[config.mk]
export PLATFORM = sky130hd
export DESIGN_NAME = ita_abort_cause
export DESIGN_NICKNAME = d
export VERILOG_FILES = /design/src/inc/ita_pkg.sv /design/src/rtl/ita_sync.sv /design/src/rtl/ita_ack_mon.sv /design/src/rtl/ita_abort_cause.sv
export SDC_FILE = /design/constraint.sdc
export NUM_CORES = 1
export LEC_CHECK = 0
export BUFFER_PORTS_ARGS = -buffer_cell sky130_fd_sc_hd__buf_4
export CAP_MARGIN = 5
export CORE_MARGIN = 2
export CORE_UTILIZATION = 49
export CTS_BUF_LIST = sky130_fd_sc_hd__clkbuf_4
export CTS_CLUSTER_DIAMETER = 200
export DETAILED_ROUTE_END_ITERATION = 16
export PLACE_DENSITY = 0.79
export SYNTH_ARGS = -nofsm -noshare
export SYNTH_HDL_FRONTEND = slang
export SYNTH_SLANG_ARGS = --single-unit
export TNS_END_PERCENT = 10
[constraint.sdc]
create_clock -name pclk -period 1.5 [get_ports pclk]
set_clock_uncertainty 0.1 [all_clocks]
set_input_delay 0.225 -clock pclk [delete_from_list [all_inputs] [get_ports pclk]]
set_output_delay 0.225 -clock pclk [all_outputs]
set_load 0.02 [all_outputs]
[src/inc/ita_pkg.sv]
package ita_pkg;
   // Register byte addresses
   localparam logic [31:0] ITA_ADDR_CTRL     = 32'h5000_1300;
   localparam logic [31:0] ITA_ADDR_TARGET   = 32'h5000_1304;
   localparam logic [31:0] ITA_ADDR_INT_STAT = 32'h5000_132C;
   localparam logic [31:0] ITA_ADDR_INT_MASK = 32'h5000_1330;
   localparam logic [31:0] ITA_ADDR_CLEAR    = 32'h5000_1340;
   localparam logic [31:0] ITA_ADDR_CAUSE    = 32'h5000_1380;

   localparam int unsigned ITA_CAUSE_W = 16;
   localparam int unsigned ITA_CTRL_W  = 16;
   localparam int unsigned ITA_TAR_W   = 16;

   // Reset values
   localparam logic [15:0] ITA_CAUSE_RST = 16'h0000;
   localparam logic [15:0] ITA_CTRL_RST  = 16'h0000;
   localparam logic [15:0] ITA_TAR_RST   = 16'h0000;

   // Control and target field positions
   localparam int unsigned ITA_CTRL_RESTART_BIT = 5;
   localparam int unsigned ITA_TAR_START_BYTE_SELECT_ENABLE_BIT  = 11;
   localparam int unsigned ITA_TAR_GC_BIT       = 10;

   // Abort cause bit positions
   localparam int unsigned ITA_B_SBYTE_NORST  = 9;
   localparam int unsigned ITA_B_HS_NORST     = 8;
   localparam int unsigned ITA_B_SBYTE_ACKED  = 7;
   localparam int unsigned ITA_B_HS_ACKED     = 6;
   localparam int unsigned ITA_B_GCALL_READ   = 5;
   localparam int unsigned ITA_B_GCALL_NOACK  = 4;
   localparam int unsigned ITA_B_DATA_NOACK   = 3;
   localparam int unsigned ITA_B_TEN2_NOACK   = 2;
   localparam int unsigned ITA_B_TEN1_NOACK   = 1;
   localparam int unsigned ITA_B_SEVEN_NOACK  = 0;

   // Interrupt status bit for the abort event
   localparam int unsigned ITA_INT_ABORT_BIT = 0;

   // SCL rising edges per byte, acknowledge on the last
   localparam logic [3:0] ITA_ACK_EDGE = 4'h9;

   typedef enum logic [2:0] {
      ITA_KIND_NONE,
      ITA_KIND_ADDR7,
      ITA_KIND_ADDR10_1,
      ITA_KIND_ADDR10_2,
      ITA_KIND_DATA,
      ITA_KIND_GCALL,
      ITA_KIND_SBYTE,
      ITA_KIND_HSCODE
   } ita_kind_t;
endpackage : ita_pkg

[src/rtl/ita_sync.sv]
`timescale 1ns/100ps
module ita_sync (
   input  wire logic pclk,
   input  wire logic presetn,
   input  wire logic d,
   output logic      q,
   output logic      rise
);
   logic s1_r;
   logic s2_r;
   logic s3_r;

   always_ff @(posedge pclk or negedge presetn) begin
      if (!presetn) begin
         s1_r <= 1'b1;
         s2_r <= 1'b1;
         s3_r <= 1'b1;
      end else begin
         s1_r <= d;
         s2_r <= s1_r;
         s3_r <= s2_r;
      end
   end

   assign q    = s2_r;
   assign rise = s2_r & ~s3_r;
endmodule : ita_sync

[src/rtl/ita_ack_mon.sv]
`timescale 1ns/100ps
module ita_ack_mon
   import ita_pkg::*;
(
   input  wire logic pclk,
   input  wire logic presetn,
   input  wire logic byte_start,
   input  wire logic scl_rise,
   input  wire logic sda_s,
   output logic      ack_valid,
   output logic      ack_seen
);
   logic [3:0] edge_cnt_r;
   logic       armed_r;

   // Counts SCL rises of one byte; samples SDA on the ninth
   always_ff @(posedge pclk or negedge presetn) begin
      if (!presetn) begin
         edge_cnt_r <= 4'h0;
         armed_r    <= 1'b0;
         ack_valid  <= 1'b0;
         ack_seen   <= 1'b0;
      end else begin
         ack_valid <= 1'b0;
         if (byte_start) begin
            edge_cnt_r <= 4'h0;
            armed_r    <= 1'b1;
         end else if (armed_r && scl_rise) begin
            edge_cnt_r <= edge_cnt_r + 4'h1;
            if (edge_cnt_r + 4'h1 == ITA_ACK_EDGE) begin
               armed_r   <= 1'b0;
               ack_valid <= 1'b1;
               ack_seen  <= ~sda_s;
            end
         end
      end
   end
endmodule : ita_ack_mon

[src/rtl/ita_abort_cause.sv]
// Contract
// - Restart disabled and START byte requested sets cause bit 9.
// - Clearing bit 9 with its condition still present drops it one cycle.
// - Condition removed when restart enabled or either target select clear.
// - Restart disabled and high-speed transfer requested sets bit 8.
// - START byte acknowledged by a bus device sets bit 7.
// - High-speed master code acknowledged sets bit 6.
// - General call followed by a queued read command sets bit 5.
// - General call not acknowledged by any slave sets bit 4.
// - Master mode, address acked, data byte not acked sets bit 3.
// - Ten-bit addressing, second address byte not acked sets bit 2.
// - Ten-bit addressing, first address byte not acked sets bit 1.
// - Seven-bit address not acknowledged sets bit 0.
//
// Chosen here: the APB interface to the registers.
`timescale 1ns/100ps
module ita_abort_cause
   import ita_pkg::*;
(
   input  wire logic        pclk,
   input  wire logic        presetn,
   input  wire logic        psel,
   input  wire logic        penable,
   input  wire logic        pwrite,
   input  wire logic [31:0] paddr,
   input  wire logic [31:0] pwdata,
   output logic      [31:0] prdata,
   output logic             pready,
   output logic             pslverr,
   input  wire logic        scl_in,
   input  wire logic        sda_in,
   input  wire logic        mst_mode,
   input  wire logic        byte_start,
   input  ita_kind_t        byte_kind,
   input  wire logic        next_cmd_read,
   input  wire logic        req_start_byte,
   input  wire logic        req_high_speed,
   output logic             master_abort,
   output logic             irq
);
   logic [ITA_CTRL_W-1:0]  ctrl_r;
   logic [ITA_TAR_W-1:0]   tar_r;
   logic [ITA_CAUSE_W-1:0] cause_r;
   logic [ITA_CAUSE_W-1:0] cause_nxt;
   logic [ITA_CAUSE_W-1:0] set_vec;
   logic [ITA_CAUSE_W-1:0] clr_vec;
   logic                   int_stat_r;
   logic                   int_mask_r;
   logic                   sbyte_cond_r;
   logic                   restart_en;
   logic                   sbyte_fixed;
   ita_kind_t              kind_r;
   logic                   scl_rise;
   logic                   sda_s;
   logic                   ack_valid;
   logic                   ack_seen;
   logic                   wr_en;
   logic                   setup;
   logic                   hit;

   // Pin synchronisers and link edge detection
   ita_sync u_scl_sync (
      .pclk    (pclk),
      .presetn (presetn),
      .d       (scl_in),
      .q       (),
      .rise    (scl_rise)
   );

   ita_sync u_sda_sync (
      .pclk    (pclk),
      .presetn (presetn),
      .d       (sda_in),
      .q       (sda_s),
      .rise    ()
   );

   ita_ack_mon u_ack_mon (
      .pclk       (pclk),
      .presetn    (presetn),
      .byte_start (byte_start),
      .scl_rise   (scl_rise),
      .sda_s      (sda_s),
      .ack_valid  (ack_valid),
      .ack_seen   (ack_seen)
   );

   // APB access decode
   assign setup  = psel & ~penable;
   assign wr_en  = psel & penable & pwrite;
   assign pready = 1'b1;

   always_comb begin
      if (paddr == ITA_ADDR_CTRL) begin
         hit = 1'b1;
      end else if (paddr == ITA_ADDR_TARGET) begin
         hit = 1'b1;
      end else if (paddr == ITA_ADDR_INT_STAT) begin
         hit = 1'b1;
      end else if (paddr == ITA_ADDR_INT_MASK) begin
         hit = 1'b1;
      end else if (paddr == ITA_ADDR_CLEAR) begin
         hit = 1'b1;
      end else if (paddr == ITA_ADDR_CAUSE) begin
         hit = 1'b1;
      end else begin
         hit = 1'b0;
      end
   end

   // Read data captured in the setup cycle
   always_ff @(posedge pclk or negedge presetn) begin
      if (!presetn) begin
         prdata  <= 32'h0000_0000;
         pslverr <= 1'b0;
      end else if (setup) begin
         pslverr <= ~hit;
         if (pwrite) begin
            prdata <= 32'h0000_0000;
         end else if (paddr == ITA_ADDR_CTRL) begin
            prdata <= {16'h0000, ctrl_r};
         end else if (paddr == ITA_ADDR_TARGET) begin
            prdata <= {16'h0000, tar_r};
         end else if (paddr == ITA_ADDR_INT_STAT) begin
            prdata <= {31'h0000_0000, int_stat_r};
         end else if (paddr == ITA_ADDR_INT_MASK) begin
            prdata <= {31'h0000_0000, int_mask_r};
         end else if (paddr == ITA_ADDR_CAUSE) begin
            prdata <= {16'h0000, cause_r};
         end else begin
            prdata <= 32'h0000_0000;
         end
      end
   end

   // Software control registers
   always_ff @(posedge pclk or negedge presetn) begin
      if (!presetn) begin
         ctrl_r     <= ITA_CTRL_RST;
         tar_r      <= ITA_TAR_RST;
         int_mask_r <= 1'b0;
      end else if (wr_en) begin
         if (paddr == ITA_ADDR_CTRL) begin
            ctrl_r <= pwdata[ITA_CTRL_W-1:0];
         end else if (paddr == ITA_ADDR_TARGET) begin
            tar_r <= pwdata[ITA_TAR_W-1:0];
         end else if (paddr == ITA_ADDR_INT_MASK) begin
            int_mask_r <= pwdata[ITA_INT_ABORT_BIT];
         end
      end
   end

   // Write-one-to-clear strobe for cause bits
   assign clr_vec = (wr_en && paddr == ITA_ADDR_CLEAR)
                    ? pwdata[ITA_CAUSE_W-1:0] : '0;

   assign restart_en  = ctrl_r[ITA_CTRL_RESTART_BIT];
   assign sbyte_fixed = restart_en
                        | ~tar_r[ITA_TAR_START_BYTE_SELECT_ENABLE_BIT]
                        | ~tar_r[ITA_TAR_GC_BIT];

   // START byte without restart: level held until fixed
   always_ff @(posedge pclk or negedge presetn) begin
      if (!presetn) begin
         sbyte_cond_r <= 1'b0;
      end else if (sbyte_fixed) begin
         sbyte_cond_r <= 1'b0;
      end else if (req_start_byte && !restart_en) begin
         sbyte_cond_r <= 1'b1;
      end
   end

   // Kind of the byte in flight
   always_ff @(posedge pclk or negedge presetn) begin
      if (!presetn) begin
         kind_r <= ITA_KIND_NONE;
      end else if (byte_start) begin
         kind_r <= byte_kind;
      end
   end

   // Cause events
   always_comb begin
      set_vec = '0;
      set_vec[ITA_B_SBYTE_NORST] = sbyte_cond_r
                                   & ~clr_vec[ITA_B_SBYTE_NORST];
      set_vec[ITA_B_HS_NORST]    = req_high_speed & ~restart_en;
      if (ack_valid) begin
         set_vec[ITA_B_SBYTE_ACKED] = (kind_r == ITA_KIND_SBYTE)
                                      & ack_seen;
         set_vec[ITA_B_HS_ACKED]    = (kind_r == ITA_KIND_HSCODE)
                                      & ack_seen;
         set_vec[ITA_B_GCALL_READ]  = (kind_r == ITA_KIND_GCALL)
                                      & ack_seen & next_cmd_read;
         set_vec[ITA_B_GCALL_NOACK] = (kind_r == ITA_KIND_GCALL)
                                      & ~ack_seen;
         set_vec[ITA_B_DATA_NOACK]  = (kind_r == ITA_KIND_DATA)
                                      & ~ack_seen & mst_mode;
         set_vec[ITA_B_TEN2_NOACK]  = (kind_r == ITA_KIND_ADDR10_2)
                                      & ~ack_seen;
         set_vec[ITA_B_TEN1_NOACK]  = (kind_r == ITA_KIND_ADDR10_1)
                                      & ~ack_seen;
         set_vec[ITA_B_SEVEN_NOACK] = (kind_r == ITA_KIND_ADDR7)
                                      & ~ack_seen;
      end
   end

   // Set wins over clear, except bit 9 which drops for one cycle
   assign cause_nxt = (cause_r & ~clr_vec) | set_vec;

   always_ff @(posedge pclk or negedge presetn) begin
      if (!presetn) begin
         cause_r <= ITA_CAUSE_RST;
      end else begin
         cause_r <= cause_nxt;
      end
   end

   // Abort pulse on any newly set cause bit; stops the master
   always_ff @(posedge pclk or negedge presetn) begin
      if (!presetn) begin
         master_abort <= 1'b0;
      end else begin
         master_abort <= |(set_vec & ~cause_r);
      end
   end

   // Sticky interrupt status, write one to clear, set wins
   always_ff @(posedge pclk or negedge presetn) begin
      if (!presetn) begin
         int_stat_r <= 1'b0;
      end else if (master_abort) begin
         int_stat_r <= 1'b1;
      end else if (wr_en && paddr == ITA_ADDR_INT_STAT
                   && pwdata[ITA_INT_ABORT_BIT]) begin
         int_stat_r <= 1'b0;
      end
   end

   assign irq = int_stat_r & int_mask_r;
endmodule : ita_abort_cause

-- Word-level counts from Yosys, hierarchy flattened
Cells that the tools add are included.
- word-level logic and storage cells: 112
- output and inout port bits: 36
- register bits: 100
- muxes and demuxes: 26
- add/sub/neg operators: 1
- equal/unequal tests: 14
- bitwise gates (word level): 36
- reductions and logical operators: 16
- operator list (cell ; number):
    equality test 32 x 31 -> 1 bit (second input constant) ; 6
    2-to-1 mux 16 bit ; 7
    inverter 16 bit ; 2
    bitwise AND 1 bit ; 17
    bitwise AND 10 x 16 -> 16 bit ; 1
    bitwise AND 16 bit ; 1
    2-to-1 mux 1 bit ; 16
    OR 16 x 10 -> 16 bit ; 1
    OR reduction 16 bit ; 1
    equality test 3 bit (second input constant) ; 4
    inverter 1 bit ; 12
    2-to-1 mux 4 bit ; 2
    2-to-1 mux 8 bit ; 1
    nonzero test 2 bit ; 4
    equality test 3 x 2 -> 1 bit (second input constant) ; 2
    AND reduction 3 bit ; 2
    logical AND 1 bit ; 5
    adder 4 x 1 -> 4 bit (second input constant) ; 1
    equality test 4 bit (second input constant) ; 1
    AND reduction 2 bit ; 2
    AND reduction 4 bit ; 1
    equality test 3 x 1 -> 1 bit (second input constant) ; 1
    OR 1 bit ; 2
    zero test 1 bit ; 1

-- Depth between registers and ports, before layout
Gate-level depths: netlist (run 1).
- word-level depth: 8
- mapped depth: 8

-- Cells and area by module
From an unflattened synthesis (run 1), not the netlist that was laid out.
- cells, all modules: 377
- area, all modules: 4320.4 sq um
- modules (own cells, without submodules) (module ; cells each ; instances ; sequential area each (sq um) ; area an instance (sq um)):
    ita_abort_cause ; 334 ; 1 ; 1801.7 ; 3761.1
    ita_ack_mon ; 35 ; 1 ; 175.2 ; 374.1
    ita_sync ; 4 ; 2 ; 78.8 ; 92.6

-- Worst setup path before layout (run 1)
Ideal clock, no wire load.
- path kind: input -> register
- from: input paddr[19]
- to: register tar_r[0]
- stages: 7
- path slack: -0.666 ns
- buffers on the path: 2
- arrival time: 1.941 ns
- library setup time: 0.125 ns
- required time: 1.275 ns
- cells stage by stage: nor4_1 -> nand4_1 -> or2_1 -> buf_2 -> nor3_2 -> buf_4 -> mux2_2
- cells in the longest elaborated chain, start to end: 3
- elaborated cells on any way between the ends: 4
- RTL lines (what ; line ; RTL):
    start: declaration ; ita_abort_cause.sv:25 ; input wire logic [31:0] paddr,
    equality test 32 x 31 -> 1 bit ; ita_abort_cause.sv:143 ; if (paddr == ITA_ADDR_CTRL) begin
    inverter 1 bit (no line) ; n/a ;
    AND reduction 3 bit (no line) (*) ; n/a ;
    end signal: assignment ; ita_abort_cause.sv:146 ; tar_r <= pwdata[ITA_TAR_W-1:0];
    end: declaration ; ita_abort_cause.sv:42 ; logic [ITA_TAR_W-1:0] tar_r;
Mark *: on every way between the ends. The rest lies on a longest branch, timed or not.
A chain may end at the register's enable or synchronous reset.

-- Final worst setup path (run 1)
- from: input paddr[19]
- to: register tar_r[14]
The elaborated chain is that of the path after synthesis.

==> results of run 1 <==
cells in the final DEF, fill, tap and decap left out, types with 7 or more instances in the layout:
| master | count |
|---|---|
| o31ai_2 | 13 |
| dfrtp_1 | 79 |
| nor2_1 | 27 |
| conb_1 | 17 |
| dlygate4sd3_1 | 28 |
| nand2_1 | 37 |
| buf_4 | 113 |
| buf_12 | 7 |
| inv_1 | 26 |
| clkbuf_4 | 11 |
| a21oi_1 | 34 |
| buf_6 | 9 |
| mux2_4 | 29 |
critical path, cell delays in order:
cell and delay, ns:
buf_6 0.10, nor4_4 0.31, nand4_1 0.17, or2_1 0.28
buf_6 0.14, nor3_4 0.21, buf_6 0.14, buf_16 0.13
mux2_4 0.30
what timing repair did:
action                                  CTS  global route
gates resized for setup                  27            23
cloned                                    1             0
buffers inserted                          3             3
pin swaps                                 2             7
hold endpoints to repair                135             0
hold buffers                             28             0
endpoints found under the setup margin   68            71
registers in the layout (all words and copies together), names as in the netlist, 3 cells and up:
register	count
u_ack_mon.edge_cnt_r	4
ctrl_r	16
kind_r	3
prdata	16
tar_r	16
cause_r	16
where the power goes:
| part | leakage (nW) | switching (mW) | total (mW) | internal [mW] |
|---|---|---|---|---|
| Combinational | 1.53 | 0.238 | 0.481 | 0.243 |
| Sequential | 1.11 | 0.0173 | 2.31 | 2.29 |
| Clock | 0.0603 | 0.742 | 1.11 | 0.368 |
through the flow:
step	setup TNS [ns]	hold slack, ns	power [mW]	setup WS (ns)
finish	-12.69	0.0355	3.90	-0.299
global route	-17.94	0.0209	4.06	-0.368
CTS	-7.07	0.00650	3.91	-0.204
detailed placement	-43.18	-0.0206	2.75	-0.756
global placement	-36.55	-0.0209	2.74	-0.606
floorplan	-27.62	-0.171	2.50	-0.497
per-layer routing:
layer,up-vias,global-route usage (%),wire length (um)
met1,1741,30.5,4520
met5,-,0,0
met4,0,6.64,119
li1,1603,-,-
met3,11,3.75,616
met2,129,40.4,5480
cell type report:
cell class | count | area, um^2 | area share, %
inverter | 26 | 97.6 | 1.70
clock buffer | 11 | 82.6 | 1.44
sequential | 84 | 2110 | 36.6
clock inverter | 5 | 28.8 | 0.500
timing repair buffer | 158 | 1400 | 24.3
multi-input combinational | 252 | 1910 | 33.1
tap | 105 | 131 | 2.28
cells by family (layout without fill, tap and decap cells):
| group | count (synthesis) | count (layout) | share of synthesized area (%) |
|---|---|---|---|
| xor+xnor | 4 | 4 | 0.865 |
| other cells | 2 | 17 | 0.185 |
| flops | 84 | 84 | 52.0 |
| simple gates | 109 | 109 | 14.0 |
| mux | 36 | 36 | 9.94 |
| fa+ha+maj | 2 | 2 | 0.617 |
| compound gates | 84 | 84 | 14.8 |
| buf+inv | 60 | 200 | 7.50 |
final timing paths:
path	depth (start not counted)	endpoint	slack (ns)	startpoint
max in group asynchronous	3	u_sda_sync.q	0.72	presetn
setup / recovery	9	tar_r[14]	-0.30	paddr[19]
min in group asynchronous	2	prdata[13]	0.06	presetn
hold / removal	3	cause_r[8]	0.04	req_high_speed
setup reg to reg	5	prdata[0]	-0.14	tar_r[0]
hold reg to reg	0	u_sda_sync.q	0.26	u_sda_sync.s1_r
cells in the mapped netlist, types with 7 or more instances:
library cell / n
mux2_2: 32
clkbuf_1: 12
inv_1: 26
nor2_1: 28
buf_4: 18
o31ai_1: 7
nand2_1: 37
a21oi_1: 34
o31ai_2: 9
o21ai_0: 7
dfrtp_1: 79
==> out/metrics.cfg, run 1 <==
[setup_path]
worstPathRequired_ns = 1.71
worstPathArrival_ns = 2.01
start_kind = input port
crit_path_end_kind = flip-flop
critPathKind = input port to flip-flop
crit_fanout = 8

[power_and_ir_drop]
power.density_nw_per_um2 = 677
peakVddDrop_mv = 0.454
p_leak_nw = 2.70

[floorplanning]
dieArea_um2 = 9010
start_util_pct = 49.8
std_cell_rows = 33
io_pins = 115
die_w_um = 94.9
coreArea_um2 = 8130
die_y_um = 94.9

[cts]
insertion_delay_ns = 0.42
cts_inserted_buffers = 9
htreeDepth = 3
cts_tree = done
clk_pin_slew_ns = 0.12
cts.path.max_buffers = 2
cts.sinks = 84
cts_root_buf = clkbuf_4

[global_routing]
grt_max_degree = 42
grt_overflow = 0
grtUsageTotal_pct = 23.4
grt_pass1_wl_mm = 16.1
antenna_found_initial = 0
grt_pass1_vias = 3404

[synthesis]
synth.top_cell.area_share_pct = 48.8
yosys.cell_types.count = 51
postSynth.asyncResetShare_pct = 100
synth-main-ff-cell = dfrtp_1
syn_area_um2 = 4050
syn-mean-instance-area_um2 = 10.6
synthCells = 381
ys_seq_area_share_pct = 52.0
synth-edff-count = 0
yosys_warnings = 0
synth_area_leader_cell = dfrtp_1
synth_area_leaders = dfrtp_1 49%, mux2_2 8.9%, a21oi_1 4.2%
ys_seq_elements = 84

[sta]
min_period_ns = 1.80
setup_ws_ns = -0.299
period_share_pct = 120
timing.fmax_ghz = 0.556
setup_viol_count_final = 67
rsz0062_at_grt = true
finalHoldViolations = 0
drv_slew = 0

[routing]
antenna_left = 0
vias = 3484
firstDrtPassIters = 4
routed_wl_mm = 10.7
drc = 0
vias_per_cell = 5.44
wl_per_cell_um = 16.7
drt_iter0_markers = 257

[finish]
fin_cells = 641
fin_area_um2 = 5750
utilization_pct = 70.7
drive_gt1_share_pct = 39.7
nFillCells = 578
antenna_cells = 0
nets = 612
syn_to_final_growth_pct = 42.0

[placed_design]
dpl.hpwl_mm = 6.97
dp_cells = 590
placed_area_um2 = 5080
port_buffers = 81
gp_routability_congestion = 0.875

[worst_hold_path]
holdCritPathClass = input port to flip-flop

[outcome]
status = complete, but fails checks
violations = setup timing

[job]
cap_viol_max_count = 0

Power figures use the tool's default switching activity.
==> run 2: changes to the inputs <==
- ABC_AREA: not set -> 1
- PLACE_DENSITY: 0.79 -> 0.78
==> out/metrics.cfg, run 2 <==
[sta]
period_share_pct = 101
rsz0062_at_grt = true
setup_viol_count_final = 1
min_period_ns = 1.51
finalHoldViolations = 0
setup_ws_ns = -0.0106
drv_slew = 0
whs_ns = 0.0287
finalSetupTns_ns = -0.0106
timing.fmax_ghz = 0.662

[cts]
cts_inserted_buffers = 9
cts_root_buf = clkbuf_4
cts.path.max_buffers = 2
insertion_delay_ns = 0.45
clk_pin_slew_ns = 0.14
htreeDepth = 3
cts.sinks = 84
cts_tree = done

[setup_path]
worstPathRequired_ns = 1.74
rrSetupSlack_ns = -0.01
critPathKind = flip-flop to flip-flop
start_kind = flip-flop
crit_top_cell = inv_2
slowest_delay_ns = 0.56
r2r_end = u_ack_mon.edge_cnt_r[3]
worstPathArrival_ns = 1.75
crit_path_end_kind = flip-flop
crit_family = flip-flops
path_buf_inv = 2
crit_path_top_delay_cell = dfstp_2
crit_path_cell_trace = inv_2 -> nor3_4 -> inv_2 -> nand2_2 -> mux2_2
crit_fanout = 2
reg2reg_depth = 5
rr_startpoint = u_scl_sync.q

[floorplanning]
die_y_um = 96.4
start_util_pct = 50.6
std_cell_rows = 33
dieArea_um2 = 9290
io_pins = 115
coreArea_um2 = 8260
die_w_um = 96.4

[global_routing]
grt_max_degree = 35
antenna_found_initial = 0
grt_overflow = 0
grtUsageTotal_pct = 23.8
grt_pass1_vias = 3750
grt_pass1_wl_mm = 17.1

[routing]
wl_met2_mm = 5.30
drc = 0
wl_per_cell_um = 13.4
met3_wirelength_um = 525
firstDrtPassIters = 4
vias_per_cell = 5.13
vias = 3948
top_layer = met4
antenna_left = 0
wl_met1_mm = 4.31
drt_iter0_markers = 237
routed_wl_mm = 10.3

[power_and_ir_drop]
peakVddDrop_mv = 0.645
p_leak_nw = 2.90
power.density_nw_per_um2 = 783
p_total_mw = 4.31

[synthesis]
yosys_warnings = 0
syn-mean-instance-area_um2 = 7.84
postSynth.asyncResetShare_pct = 100
syn_area_um2 = 4180
synth_area_leaders = dfrtp_1 47%, nand2_1 13%, nand3_1 8.9%
ys_top_cells_by_count = 142 x nand2_1, 79 x dfrtp_1, 74 x nand3_1
synthCells = 533
ys_seq_elements = 84
synth_most_common_cell = nand2_1
ys_seq_area_share_pct = 50.4
synth_area_leader_cell = dfrtp_1
synth-main-ff-cell = dfrtp_1
synth.top_cell.area_share_pct = 47.3
yosys.cell_types.count = 32
synth-edff-count = 0

[placed_design]
dp_cells = 724
placed_area_um2 = 5000
gp_routability_congestion = 0.907
dpl.hpwl_mm = 7.25
pre_cts_ws_ns = -0.204
port_buffers = 81

[finish]
mostFrequentLayoutCells = 141 x nand2_1, 100 x buf_4, 79 x dfrtp_1, 74 x nand3_1, 62 x inv_1
utilization_pct = 66.6
drive_gt1_share_pct = 20.9
fin_cells = 770
antenna_cells = 0
fin_area_um2 = 5500
nets = 741
layout_commonest_cell = nand2_1
syn_to_final_growth_pct = 31.5

[job]
cap_viol_max_count = 0

[worst_hold_path]
min-delay-start = pwdata[0]
holdCritPathClass = input port to flip-flop
hold_path_depth = 3
hold-path-endpoint = tar_r[0]

[outcome]
violations = setup timing
status = complete, but fails checks

-- run 2: worst register-to-register path, delay by kind of cell (launching register included) --
family / cells / cell delay (ns)
AND/OR/NAND/NOR: 2 / 0.30
multiplexers: 1 / 0.33
flip-flops: 1 / 0.56
buffers and inverters: 2 / 0.11
-- run 2: worst max-delay path by stage --
| stage | from | to | slack (ns) | cells past startpoint |
|---|---|---|---|---|
| after floorplan | paddr[13] | cause_r[2] | 0.04 | 9 |
| after global routing | u_scl_sync.q | u_ack_mon.armed_r | -0.10 | 6 |
| after global placement | paddr[13] | cause_r[3] | -0.17 | 10 |
| final | u_scl_sync.q | u_ack_mon.edge_cnt_r[3] | -0.01 | 5 |
| after CTS | u_scl_sync.q | u_ack_mon.edge_cnt_r[3] | -0.03 | 5 |
| after detailed placement | paddr[0] | cause_r[12] | -0.20 | 10 |
-- run 2: cells by family after synthesis --
logic type | synth area share, %
AND/OR/NAND/NOR | 28.7
buffers and inverters | 11.3
flip-flops | 50.4
AO/OA/AOI/OAI | 8.17
adder cells (fa/ha/maj) | 0.599
other | 0.180
XOR/XNOR | 0.419
multiplexers | 0.269
-- run 2: final cells by class --
class / count / area (um^2)
clock inverters: 7 / 106
inverters: 65 / 244
flip-flops and latches: 84 / 2110
well taps: 105 / 131
repair buffers: 136 / 1160
clock buffers: 9 / 67.6
fillers: 671 / 2760
multi-input cells: 364 / 1680
-- run 2: per-layer routing --
layer  global-route usage, %  vias up
li1                        -     1936
met1                    30.7     1856
met2                    40.7      135
met3                    3.21       21
met4                    9.04        0
met5                       0        -
-- run 2: timing repair --
item                                    in CTS  in global routing
hold buffers                                30                  0
endpoints found under the hold margin      121                  0
gates cloned                                 0                  0
setup buffers                                0                  0
gates resized for setup                      1                  9
pin swaps                                    0                  2
endpoints found under the setup margin       6                  7
-- run 2: report_power, final --
group          total (mW)  internal [mW]  leakage (nW)  switching, mW
registers            2.31           2.29          1.10         0.0174
clock network        1.54          0.704        0.0930          0.834
logic               0.460          0.217          1.71          0.243
total                4.31           3.21          2.90           1.09
